==> src/logic/port_b_fn_pkg.sv <==
package port_b_fn_pkg;

   // Register bus geometry.
   localparam int ADDR_W = 3;
   localparam int DATA_W = 16;
   localparam int PIN_COUNT = 20;

   // Register indices on the plain register port.
   localparam logic [2:0] REG_HIGH1 = 3'h0;
   localparam logic [2:0] REG_LOW4 = 3'h1;
   localparam logic [2:0] REG_LOW3 = 3'h2;
   localparam logic [2:0] REG_LOW2 = 3'h3;
   localparam logic [2:0] REG_LOW1 = 3'h4;
   localparam int REG_COUNT = 5;

   // Writable bits per register; all other bits are reserved.
   localparam logic [15:0] WR_MASK [0:4] = '{
      16'h7777, 16'h7777, 16'h7777, 16'h7700, 16'h7777};

   // Fields whose lowest bit is set at reset in the ROM-less boot mode.
   localparam logic [15:0] BOOT_MASK [0:4] = '{
      16'h1111, 16'h1001, 16'h1001, 16'h1100, 16'h0011};

   // Register index and field position for each pin.
   localparam logic [2:0] PIN_REG [0:19] = '{
      REG_LOW1, REG_LOW1, REG_LOW1, REG_LOW1,
      REG_LOW2, REG_LOW2, REG_LOW2, REG_LOW2,
      REG_LOW3, REG_LOW3, REG_LOW3, REG_LOW3,
      REG_LOW4, REG_LOW4, REG_LOW4, REG_LOW4,
      REG_HIGH1, REG_HIGH1, REG_HIGH1, REG_HIGH1};
   localparam int PIN_LSB [0:19] = '{
      0, 4, 8, 12, 0, 0, 8, 12, 0, 4, 8, 12,
      0, 4, 8, 12, 0, 4, 8, 12};

   // Pins that may only be inputs while in port mode.
   localparam logic [19:0] PORT_IN_ONLY = 20'h0000c;

   // Function codes of a three-bit pin field.
   typedef enum logic [2:0] {
      FN_PORT = 3'h0,
      FN_1    = 3'h1,
      FN_2    = 3'h2,
      FN_3    = 3'h3,
      FN_4    = 3'h4,
      FN_5    = 3'h5,
      FN_6    = 3'h6,
      FN_7    = 3'h7
   } fn_e;

   // Signals that on-chip peripherals offer to the pins.
   typedef struct packed {
      logic [9:0] addr_hi;
      logic       refresh_request_out;
      logic       row_strobe_upper;
      logic       row_strobe_lower;
      logic       col_strobe_upper;
      logic       col_strobe_lower;
      logic       sdram_cke;
      logic [7:0] chip_select;
      logic       serial_tx0;
      logic       serial_tx2;
      logic       can_tx0;
      logic       usb_suspend_out;
      logic       serial_clock0_out;
      logic       serial_clock0_drv;
      logic       i2c_sda_out;
      logic       i2c_sda_drv;
      logic       i2c_scl_out;
      logic       i2c_scl_drv;
   } periph_out_s;

   // Pin levels routed to on-chip peripherals.
   typedef struct packed {
      logic [7:0] ext_interrupt;
      logic       output_disable_in1;
      logic       output_disable_in2;
      logic       output_disable_in3;
      logic       output_disable_in4;
      logic       output_disable_in8;
      logic       bus_wait;
      logic       bus_request;
      logic       bus_grant;
      logic       serial_rx0;
      logic       serial_rx2;
      logic       serial_clock0_in;
      logic       i2c_sda_in;
      logic       i2c_scl_in;
      logic       adc_ext_trigger;
      logic       can_rx0;
      logic       dma_request2;
      logic       dma_request3;
      logic       dma_ack2;
      logic       dma_ack3;
   } periph_in_s;

endpackage

==> src/logic/port_b_pin_function_select.sv <==
`timescale 1ns/10ps
// Notes on behaviour
// - Pin 9 field, bits 6:4, reset 000: port or USB suspend output.
// - Pin 8 field, bits 2:0: port, A20, wait, ext_interrupt7, disable8, clock0.
// - Pin 7 field, bits 14:12: port, A19, bus request, ext_interrupt6, tx0.
// - Pin 6 field, bits 10:8: port, A18, bus grant, ext_interrupt5, rx0.
// - Pin 3 field, bits 14:12, reset 000: input, ext_interrupt1, disable2, SDA.
// - Pin 2 field, bits 10:8, reset 000: input, ext_interrupt0, disable1, SCL.
// - Pin 1 field, bits 6:4: port, A17, refresh out, ext_interrupt4, ADC trigger.
// - Pin 0 field, bits 2:0: port, A16, ext_interrupt3.
// - Pin 19 field, bits 14:12: port, A25, upper row strobe, DMA req2.
// - Pin 18 field, bits 10:8: port, A24, lower row strobe, DMA ack2.
// - Pin 17 field, bits 6:4: port, A23, upper column strobe, req3.
// - Pin 16 field, bits 2:0: port, A22, lower column strobe, ack3.
// - Pin 15 field, bits 14:12: port, A21, SDRAM clock enable.
// - Pin 14 field, bits 10:8, reset 000: port or CAN receive.
// - Pin 13 field, bits 6:4, reset 000: port or CAN transmit.
// - Pin 12 field, bits 2:0: port, selects 1/7/3, ext_interrupt1, tx2.
// - Pin 11 field, bits 14:12: port, selects 0/6/2, ext_interrupt0, rx2.
// - Reserved bits read as zero; software writes zero there.
// - Boot-dependent fields reset with bit 0 set in ROM-less boot.

module port_b_pin_function_select #(
   parameter int PINS = port_b_fn_pkg::PIN_COUNT
) (
   // Clock and reset.
   input  wire logic                        clk,
   input  wire logic                        rst_b,
   // Boot strap: high in the ROM-less external extension mode.
   input  wire logic                        ext_rom_off_mode,
   // Register port.
   input  wire logic [port_b_fn_pkg::ADDR_W-1:0] addr,
   input  wire logic [port_b_fn_pkg::DATA_W-1:0] wr_data,
   input  wire logic                        wr_en,
   input  wire logic                        rd_en,
   output      logic [port_b_fn_pkg::DATA_W-1:0] rd_data_q,
   // Port data and direction from the port registers.
   input  wire logic [PINS-1:0]             port_out,
   input  wire logic [PINS-1:0]             port_dir,
   // Peripheral side.
   input  wire port_b_fn_pkg::periph_out_s  periph_out,
   output      port_b_fn_pkg::periph_in_s   periph_in_q,
   // Pad side.
   input  wire logic [PINS-1:0]             pin_in,
   output      logic [PINS-1:0]             pin_out_q,
   output      logic [PINS-1:0]             pin_oe_b_q
);
   import port_b_fn_pkg::*;

   logic [DATA_W-1:0] regs_q [0:REG_COUNT-1];
   fn_e               fn     [0:PINS-1];
   logic [7:0]        sel    [0:PINS-1];
   logic [PINS-1:0]   alt_val;
   logic [PINS-1:0]   alt_drv;
   periph_in_s        periph_in_d;

   // Control registers. Only writable bits are stored, so reserved bits
   // can never hold a one and need no masking on read.
   always_ff @(posedge clk) begin
      for (int i = 0; i < REG_COUNT; i++) begin
         if (!rst_b) begin
            regs_q[i] <= ext_rom_off_mode ? BOOT_MASK[i] : 16'h0000;
         end else if (wr_en && addr == 3'(i)) begin
            regs_q[i] <= wr_data & WR_MASK[i];
         end
      end
   end

   // Read data stands only in the cycle after the read strobe; an
   // unmapped index answers zero.
   always_ff @(posedge clk) begin
      if (!rst_b) begin
         rd_data_q <= 16'h0000;
      end else if (rd_en && addr < 3'(REG_COUNT)) begin
         rd_data_q <= regs_q[addr];
      end else begin
         rd_data_q <= 16'h0000;
      end
   end

   // Field extraction and one-hot code decode per pin. Pins 4 and 5 map
   // onto reserved bits, so they always decode as port pins.
   for (genvar p = 0; p < PINS; p++) begin : g_field
      assign fn[p]  = fn_e'(regs_q[PIN_REG[p]][PIN_LSB[p] +: 3]);
      assign sel[p] = 8'h01 << fn[p];
   end

   // Alternate output value and drive per pin. A prohibited code leaves
   // the pin undriven, which is the least harmful reading of bad software.
   always_comb begin
      alt_val = '0;
      alt_drv = '0;

      // Pin 0.
      alt_val[0] = periph_out.addr_hi[0];
      alt_drv[0] = sel[0][FN_1];

      // Pin 1.
      alt_val[1] = sel[1][FN_2] ? periph_out.refresh_request_out
                                : periph_out.addr_hi[1];
      alt_drv[1] = sel[1][FN_1] | sel[1][FN_2];

      // Pin 2, open drain clock of the two-wire bus.
      alt_val[2] = periph_out.i2c_scl_out;
      alt_drv[2] = sel[2][FN_5] & periph_out.i2c_scl_drv;

      // Pin 3, open drain data of the two-wire bus.
      alt_val[3] = periph_out.i2c_sda_out;
      alt_drv[3] = sel[3][FN_5] & periph_out.i2c_sda_drv;

      // Pin 6.
      alt_val[6] = periph_out.addr_hi[2];
      alt_drv[6] = sel[6][FN_1];

      // Pin 7.
      alt_val[7] = sel[7][FN_5] ? periph_out.serial_tx0
                                : periph_out.addr_hi[3];
      alt_drv[7] = sel[7][FN_1] | sel[7][FN_5];

      // Pin 8; the serial clock drives only when the serial block asks.
      alt_val[8] = sel[8][FN_5] ? periph_out.serial_clock0_out
                                : periph_out.addr_hi[4];
      alt_drv[8] = sel[8][FN_1] |
                   (sel[8][FN_5] & periph_out.serial_clock0_drv);

      // Pin 9.
      alt_val[9] = periph_out.usb_suspend_out;
      alt_drv[9] = sel[9][FN_5];

      // Pin 11.
      alt_val[11] = (sel[11][FN_1] & periph_out.chip_select[0]) |
                    (sel[11][FN_2] & periph_out.chip_select[6]) |
                    (sel[11][FN_7] & periph_out.chip_select[2]);
      alt_drv[11] = sel[11][FN_1] | sel[11][FN_2] | sel[11][FN_7];

      // Pin 12.
      alt_val[12] = (sel[12][FN_1] & periph_out.chip_select[1]) |
                    (sel[12][FN_2] & periph_out.chip_select[7]) |
                    (sel[12][FN_5] & periph_out.serial_tx2) |
                    (sel[12][FN_7] & periph_out.chip_select[3]);
      alt_drv[12] = sel[12][FN_1] | sel[12][FN_2] |
                    sel[12][FN_5] | sel[12][FN_7];

      // Pin 13.
      alt_val[13] = periph_out.can_tx0;
      alt_drv[13] = sel[13][FN_5];

      // Pin 15.
      alt_val[15] = sel[15][FN_2] ? periph_out.sdram_cke
                                  : periph_out.addr_hi[5];
      alt_drv[15] = sel[15][FN_1] | sel[15][FN_2];

      // Pin 16.
      alt_val[16] = sel[16][FN_2] ? periph_out.col_strobe_lower
                                  : periph_out.addr_hi[6];
      alt_drv[16] = sel[16][FN_1] | sel[16][FN_2];

      // Pin 17.
      alt_val[17] = sel[17][FN_2] ? periph_out.col_strobe_upper
                                  : periph_out.addr_hi[7];
      alt_drv[17] = sel[17][FN_1] | sel[17][FN_2];

      // Pin 18.
      alt_val[18] = sel[18][FN_2] ? periph_out.row_strobe_lower
                                  : periph_out.addr_hi[8];
      alt_drv[18] = sel[18][FN_1] | sel[18][FN_2];

      // Pin 19.
      alt_val[19] = sel[19][FN_2] ? periph_out.row_strobe_upper
                                  : periph_out.addr_hi[9];
      alt_drv[19] = sel[19][FN_1] | sel[19][FN_2];
   end

   // Pin levels to peripherals. An input that is not routed holds zero,
   // so a peripheral never sees a pin that belongs to another function.
   always_comb begin
      periph_in_d = '0;

      // External interrupts; two lines each have two candidate pins.
      periph_in_d.ext_interrupt[0] = (sel[2][FN_3] & pin_in[2]) |
                                     (sel[11][FN_3] & pin_in[11]);
      periph_in_d.ext_interrupt[1] = (sel[3][FN_3] & pin_in[3]) |
                                     (sel[12][FN_3] & pin_in[12]);
      periph_in_d.ext_interrupt[3] = sel[0][FN_3] & pin_in[0];
      periph_in_d.ext_interrupt[4] = sel[1][FN_3] & pin_in[1];
      periph_in_d.ext_interrupt[5] = sel[6][FN_3] & pin_in[6];
      periph_in_d.ext_interrupt[6] = sel[7][FN_3] & pin_in[7];
      periph_in_d.ext_interrupt[7] = sel[8][FN_3] & pin_in[8];

      // Output disable requests.
      periph_in_d.output_disable_in1 = sel[2][FN_4] & pin_in[2];
      periph_in_d.output_disable_in2 = sel[3][FN_4] & pin_in[3];
      periph_in_d.output_disable_in3 = sel[6][FN_4] & pin_in[6];
      periph_in_d.output_disable_in4 = sel[7][FN_4] & pin_in[7];
      periph_in_d.output_disable_in8 = sel[8][FN_4] & pin_in[8];

      // Bus controller inputs.
      periph_in_d.bus_wait    = sel[8][FN_2] & pin_in[8];
      periph_in_d.bus_request = sel[7][FN_2] & pin_in[7];
      periph_in_d.bus_grant   = sel[6][FN_2] & pin_in[6];

      // Serial, two-wire, converter trigger and CAN inputs.
      periph_in_d.serial_rx0       = sel[6][FN_5] & pin_in[6];
      periph_in_d.serial_rx2       = sel[11][FN_5] & pin_in[11];
      periph_in_d.serial_clock0_in = sel[8][FN_5] & pin_in[8];
      periph_in_d.i2c_sda_in       = sel[3][FN_5] & pin_in[3];
      periph_in_d.i2c_scl_in       = sel[2][FN_5] & pin_in[2];
      periph_in_d.adc_ext_trigger  = sel[1][FN_7] & pin_in[1];
      periph_in_d.can_rx0          = sel[14][FN_5] & pin_in[14];

      // DMA request and acknowledge lines.
      periph_in_d.dma_request2 = sel[19][FN_7] & pin_in[19];
      periph_in_d.dma_ack2     = sel[18][FN_7] & pin_in[18];
      periph_in_d.dma_request3 = sel[17][FN_7] & pin_in[17];
      periph_in_d.dma_ack3     = sel[16][FN_7] & pin_in[16];
   end

   // Peripheral inputs are registered, costing one cycle of latency in
   // exchange for glitch-free levels when a field changes.
   always_ff @(posedge clk) begin
      if (!rst_b) begin
         periph_in_q <= '0;
      end else begin
         periph_in_q <= periph_in_d;
      end
   end

   // Pad drivers. In port mode the port direction decides, except on the
   // input-only pins; otherwise the selected function decides.
   for (genvar p = 0; p < PINS; p++) begin : g_pad
      always_ff @(posedge clk) begin
         if (!rst_b) begin
            pin_out_q[p]  <= 1'b0;
            pin_oe_b_q[p] <= 1'b1;
         end else if (sel[p][FN_PORT]) begin
            pin_out_q[p]  <= port_out[p];
            pin_oe_b_q[p] <= ~port_dir[p] | PORT_IN_ONLY[p];
         end else begin
            pin_out_q[p]  <= alt_val[p];
            pin_oe_b_q[p] <= ~alt_drv[p];
         end
      end
   end

endmodule // port_b_pin_function_select

==> config.mk <==
export PLATFORM = sky130hd
export DESIGN_NAME = port_b_pin_function_select
export DESIGN_NICKNAME = d
export VERILOG_FILES = /design/src/logic/port_b_fn_pkg.sv /design/src/logic/port_b_pin_function_select.sv
export SDC_FILE = /design/constraint.sdc
export NUM_CORES = 1
export LEC_CHECK = 0
export ABC_CLOCK_PERIOD_IN_PS = 2900
export BUFFER_PORTS_ARGS = -buffer_cell sky130_fd_sc_hd__buf_2
export CAP_MARGIN = 5
export CORE_ASPECT_RATIO = 1.25
export CORE_MARGIN = 2
export CORE_UTILIZATION = 25
export DETAILED_ROUTE_END_ITERATION = 6
export GPL_TIMING_DRIVEN = 0
export PLACE_DENSITY = 0.55
export RECOVER_POWER = 100
export SLEW_MARGIN = 20
export SYNTH_ARGS = -nofsm -noshare
export SYNTH_HDL_FRONTEND = slang
export SYNTH_SLANG_ARGS = --single-unit
==> constraint.sdc <==
create_clock -name clk -period 2.9 [get_ports clk]
set_input_delay 0.145 -clock clk [delete_from_list [all_inputs] [get_ports clk]]
set_output_delay 0.145 -clock clk [all_outputs]
set_load 0.01 [all_outputs]
==> impl_metrics.ini, run 1 <==
[setup_path]
rr_worst_depth = 4
rrSetupSlack_ns = 1.17
worst-path-buf-inv = 3
cp.depth = 4
path_common_cell = clkbuf_1
crit_family = buffers and inverters
worstSetupStartpointType = input port
crit_type = in2reg
critPathMaxFanout = 12
cp.required_ns = 2.88
endpoint_kind = flip-flop
slowest_stage = o21ai_1
crit_path_cell_trace = clkbuf_1 > buf_2 > clkbuf_1 > o21ai_1
critPathArrivalTime_ns = 2.10
critPathMaxStageDelay_ns = 0.67

[yosys]
synth_top_area_share_pct = 29.6
synth_area_leaders = edfxtp_1 30%, dfxtp_1 29%, and2_1 5.3%
yosysWarnings = 0
synth_most_common_cell = dfxtp_1
yosysUniqueCellTypes = 57
yosys.area.top_type = edfxtp_1
ys_ff_latch = 132
avgSynthCellArea_sq_um = 11.5
synthTopCellsByCount = 78 x dfxtp_1, 54 x edfxtp_1, 46 x and2_1, 39 x nor2_1, 26 x nand2_1
synth_edf_count = 54
ys_seq_area_share_pct = 58.2
synthFlopType = dfxtp_1
syn_inst = 476
synth_area_sq_um = 5470
synth-async-reset-ratio_pct = 0

[clock_tree]
cts_buffers = 17
cts.sinks = 132
cts_tree = yes
cts_buffer_depth = 2
cts_root_buf = clkbuf_16
cts_resized = 0
htreeDepth = 4
clk_latency_ns = 0.42
clk_pin_slew_ns = 0.06

[flow_run]
max_cap_violations = 0

[die]
dieArea_sq_um = 23100
die_h_um = 169
die_x_um = 136
start_util_pct = 25.5
coreArea_sq_um = 21500
pin_count = 201
num_rows = 60

[drt]
wire_per_inst_um = 16.7
drc = 0
routed_wl_um = 17000
drt_pass1_iterations = 6
drtIter0Drc = 185
drtAntennaViolNets = 0
vias_per_cell = 4.37
num_vias = 4429

[timing]
final-hold-violation-count = 0
finalClockSkew_ns = 0.00722
fmax_mhz = 471
maxSlewViolCount = 0
tns_ns = 0
min_period_ns = 2.12
grt_setup_unrepaired = no
post-route-period-util_pct = 73.1
relSlewSlack_pct = 14.0
setup_viol = 0
worst_slew_pin_slew_ns = 1.28

[worst_hold_path]
hold_path_depth = 3
min_path_type = in2reg

[finish]
drive_above_1_share_pct = 21.8
diodes = 0
area_delta_synth_final_pct = 38.8
nNetsFinal = 839

[global_routing]
grt_pass1_wl_um = 24900
antenna_found_initial = 0
overflow = 0
grt_usage_pct = 14.9
grt_max_degree = 17
grt_pass1_vias = 4439

[power]
internal_power_mw = 3.65
clock_power_share_pct = 46.0
ir_drop_mv = 0.418
power_mw = 4.83
p_per_area_nw_per_um2 = 637
leakagePower_nw = 3.02
combPwrFrac_pct = 10.0
p_sw_mw = 1.18
sw_frac_of_total_pct = 24.5
p_seq_share_pct = 44.0

[placed_design]
place.gp.congestion = 0.802
hpwlAfterDp_um = 12600
numPortBuffers = 179

[run_status]
outcome = finished clean
-- power by group through the flow --
stage	Combinational, mW	Sequential, mW	Clock, mW
after floorplan	0.226	2.16	0
after global placement	0.460	2.17	0
after detailed placement	0.468	2.17	0
after CTS	0.517	2.13	2.28
after global routing	0.532	2.14	2.37
final	0.482	2.13	2.22
-- placed cells by master (no fill, tap or decap), drive strengths merged, types with 10 or more instances in the layout --
cell type / n
nand3: 14
inv: 21
clkbuf: 118
nor3: 13
and2: 46
dfxtp: 78
nor2b: 10
mux2i: 25
nor2: 41
buf: 109
edfxtp: 54
a21oi: 13
mux2: 18
dlygate4sd3: 43
nand2: 26
-- registers in the layout, indices dropped and copies added (netlist names) --
name         flops
pin_oe_b_q      20
periph_in_q     26
pin_out_q       20
regs_q          54
rd_data_q       12
-- metal layers --
metal / global-route usage [%] / routed length, um / vias to the layer above
li1: - / - / 2191
met1: 16.3 / 6800 / 2078
met2: 26.7 / 8790 / 136
met3: 4.12 / 869 / 24
met4: 6.34 / 506 / 0
met5: 0 / 0 / -
-- worst paths after layout --
| check | startpoint | end |
|---|---|---|
| worst min-delay path | pin_in[12] | periph_in_q[20] |
| worst max register to register | regs_q[3][10] | pin_out_q[6] |
| worst max-delay path | rst_b | regs_q[2][5] |
| worst min register to register | regs_q[2][8] | pin_oe_b_q[10] |
-- worst reg2reg max path, cell delays in order, from the launching register on --
cell and delay, ns:
edfxtp_1 0.45, nor3_1 0.35, mux2i_1 0.21, dlygate4sd3_1 0.57, nor2b_1 0.04
-- timing repair --
action                    CTS  global route
hold buffers               43             0
hold endpoints to repair   41             0
setup buffers               0             0
-- cells by family (layout without fill, tap and decap cells) --
group / count (synthesis) / after routing / share of synthesized area (%)
other: 1 / 5 / 0.0686
buffers and inverters: 43 / 297 / 4.10
AOI/OAI and AO/OA: 62 / 62 / 9.06
DFF: 132 / 132 / 58.2
and+or+nand+nor: 195 / 195 / 20.3
muxes: 43 / 43 / 8.28
-- final cells by class --
type                    count  area [sq um]
plain buffers              28           149
multi-input cells         305          2010
clock buffers              20           479
flip-flops and latches    132          3180
repair buffers            222          1230
fillers                  2256         13900
clock inverters            12           138
well taps                 279           349
inverters                  15          56.3
-- stage by stage --
step / utilization (%) / hold WS, ns / std cells / setup slack, ns / cell area [sq um]
after CTS: 36.3 / 0.000548 / 1013 / 1.16 / 7800
after global routing: 35.3 / 0.00413 / 1013 / 0.644 / 7590
after detailed placement: 31.4 / 0.310 / 938 / 0.893 / 6750
after floorplan: - / 0.207 / 480 / 0.911 / 5480
final: 35.3 / 0.0166 / 1013 / 0.779 / 7590
after global placement: 31.3 / 0.310 / 938 / 0.161 / 6730
No activity file was read; power rests on OpenSTA's default activity.
==> inputs of run 2 (changes only) <==
Settings changed: ABC_CLOCK_PERIOD_IN_PS 2900 to 1900, PLACE_DENSITY 0.55 to 0.57.
Clock period 2.9 ns to 1.9 ns, I/O delays scaled along.
==> run 2 against run 1 <==
Setup slack lost 0.62 ns. Clock power grew 48%. Critical path depth is the same. Worst hold slack lost 0.015 ns. Routed wire length shrank 2.3%. Die area is the same. Register-to-register slack lost 1.0 ns. First-iteration DRC count shrank 18%. Critical path type is now reg2reg. Critical endpoint is now pin_out_q[2]. Largest cell class unchanged.
==> impl_metrics.ini, run 2 (synthesis gave the netlist of run 1 again) <==
[drt]
routed_wl_um = 16600
drt_pass1_iterations = 5
vias_per_cell = 4.32
drtIter0Drc = 152
drtAntennaViolNets = 0
num_vias = 4455
drc = 0
wire_per_inst_um = 16.1

[clock_tree]
clk_latency_ns = 0.42
cts_tree = yes
cts_resized = 0
clk_pin_slew_ns = 0.06
cts_root_buf = clkbuf_16
cts_buffers = 17
cts.sinks = 132
cts_setup_buffers = 0
htreeDepth = 4
cts_buffer_depth = 2

[finish]
final_common_cell = buf_2
mostFrequentLayoutCells = 102 x buf_2, 98 x clkbuf_1, 78 x dfxtp_1
drive_above_1_share_pct = 21.9
top_register = regs_q
nNetsFinal = 857
postLayoutCoreUtil_pct = 36.2
diodes = 0
postLayoutCellArea_sq_um = 7770
largest_reg_flops = 54
area_delta_synth_final_pct = 42.1
reg_top3 = regs_q (54), periph_in_q (26)

[setup_path]
critPathArrivalTime_ns = 2.05
crit_path_cell_trace = nor3_1 > mux2i_1 > dlygate4sd3_1 > nor2b_1
slowest_stage = dlygate4sd3_1
timing.rr.end = pin_out_q[2]
crit_type = reg2reg
rr_worst_depth = 4
endpoint_kind = flip-flop
rrSetupSlack_ns = 0.16
critPathMaxFanout = 4
worstSetupStartpointType = flip-flop
critPathMaxStageDelay_ns = 0.55
cp.required_ns = 2.21
reg2reg_from = regs_q[4][10]

[die]
die_x_um = 136
start_util_pct = 25.5
coreArea_sq_um = 21500
num_rows = 60
die_h_um = 169
pin_count = 201
dieArea_sq_um = 23100

[placed_design]
hpwlAfterDp_um = 12300
place.gp.congestion = 0.746
post-place-ws_ns = -0.202
numPortBuffers = 179
placed_area_sq_um = 6740

[power]
ir_drop_mv = 0.646
power_mw = 7.30
leakagePower_nw = 3.10
p_per_area_nw_per_um2 = 939

[timing]
finalClockSkew_ns = 0.00653
fmax_mhz = 575
min_period_ns = 1.74
relSlewSlack_pct = 33.7
worst_slack_ns = 0.161
final-hold-violation-count = 0
setup_viol = 0
worst_slew_pin_slew_ns = 0.984
hold_slack_ns = 0.00134
maxSlewViolCount = 0
post-route-period-util_pct = 91.5
grt_setup_unrepaired = no

[global_routing]
grt_usage_pct = 14.3
antenna_found_initial = 1
grt_pass1_wl_um = 24000
grt_pass1_vias = 4218
overflow = 0
grt_max_degree = 17

[worst_hold_path]
hold_path_depth = 3
min_to = pin_oe_b_q[18]
min-delay-start = port_dir[18]
min_path_type = in2reg

[flow_run]
max_cap_violations = 0

[run_status]
outcome = finished clean
## run 2: cell types whose count changed in the layout (fill, tap and decap cells not counted), sizes merged
cell / delta
bufinv: -1
clkinv: +2
clkbuf: +1
buf: +1
dlygate4sd3: +18
inv: -3
## run 2: worst max-delay path by stage
stage	cells past startpoint	to	slack, ns	startpoint
2_1_floorplan	4	regs_q[1][0]	0.03	addr[2]
3_3_place_gp	4	regs_q[1][5]	-0.71	addr[2]
3_5_place_dp	4	regs_q[0][6]	-0.20	addr[2]
4_1_cts	4	pin_out_q[2]	0.19	regs_q[4][10]
5_1_grt	4	pin_out_q[3]	0.03	regs_q[4][12]
6_report	4	pin_out_q[2]	0.16	regs_q[4][10]
## run 2: cell type report
type / count / area, sq um
fillers: 2178 / 13700
well taps: 279 / 349
multi-input cells: 305 / 2030
clock buffers: 22 / 507
inverters: 15 / 56.3
clock inverters: 10 / 91.3
repair buffers: 240 / 1410
plain buffers: 28 / 149
flip-flops and latches: 132 / 3180
## run 2: critical path: cells and delay by family, from the launching register on
family / cells / cell delay [ns]
DFF: 1 / 0.46
buffers and inverters: 1 / 0.55
muxes: 1 / 0.22
and+or+nand+nor: 2 / 0.41
## run 2: power by group
group | internal [mW] | switching, mW
sequential | 3.12 | 0.123
clock | 2.03 | 1.26
combinational | 0.370 | 0.393
total | 5.52 | 1.78
## run 2: per-layer routing
| layer | vias up | GRT usage [%] | wire [um] |
|---|---|---|---|
| met4 | 2 | 5.80 | 269 |
| met3 | 16 | 3.43 | 835 |
| met2 | 128 | 25.5 | 8690 |
| li1 | 2219 | - | - |
| met1 | 2090 | 16.2 | 6760 |
| met5 | - | 0 | 13 |
## run 2: metrics by stage
stage	setup TNS, ns	cells
floorplan	0	480
global placement	-18.68	938
detailed placement	-2.79	938
CTS	0	1031
global route	0	1031
finish	0	1031
## run 2: timing repair
item	CTS	global route
setup endpoints to repair	0	0
hold buffers	61	0
hold endpoints to repair	73	0
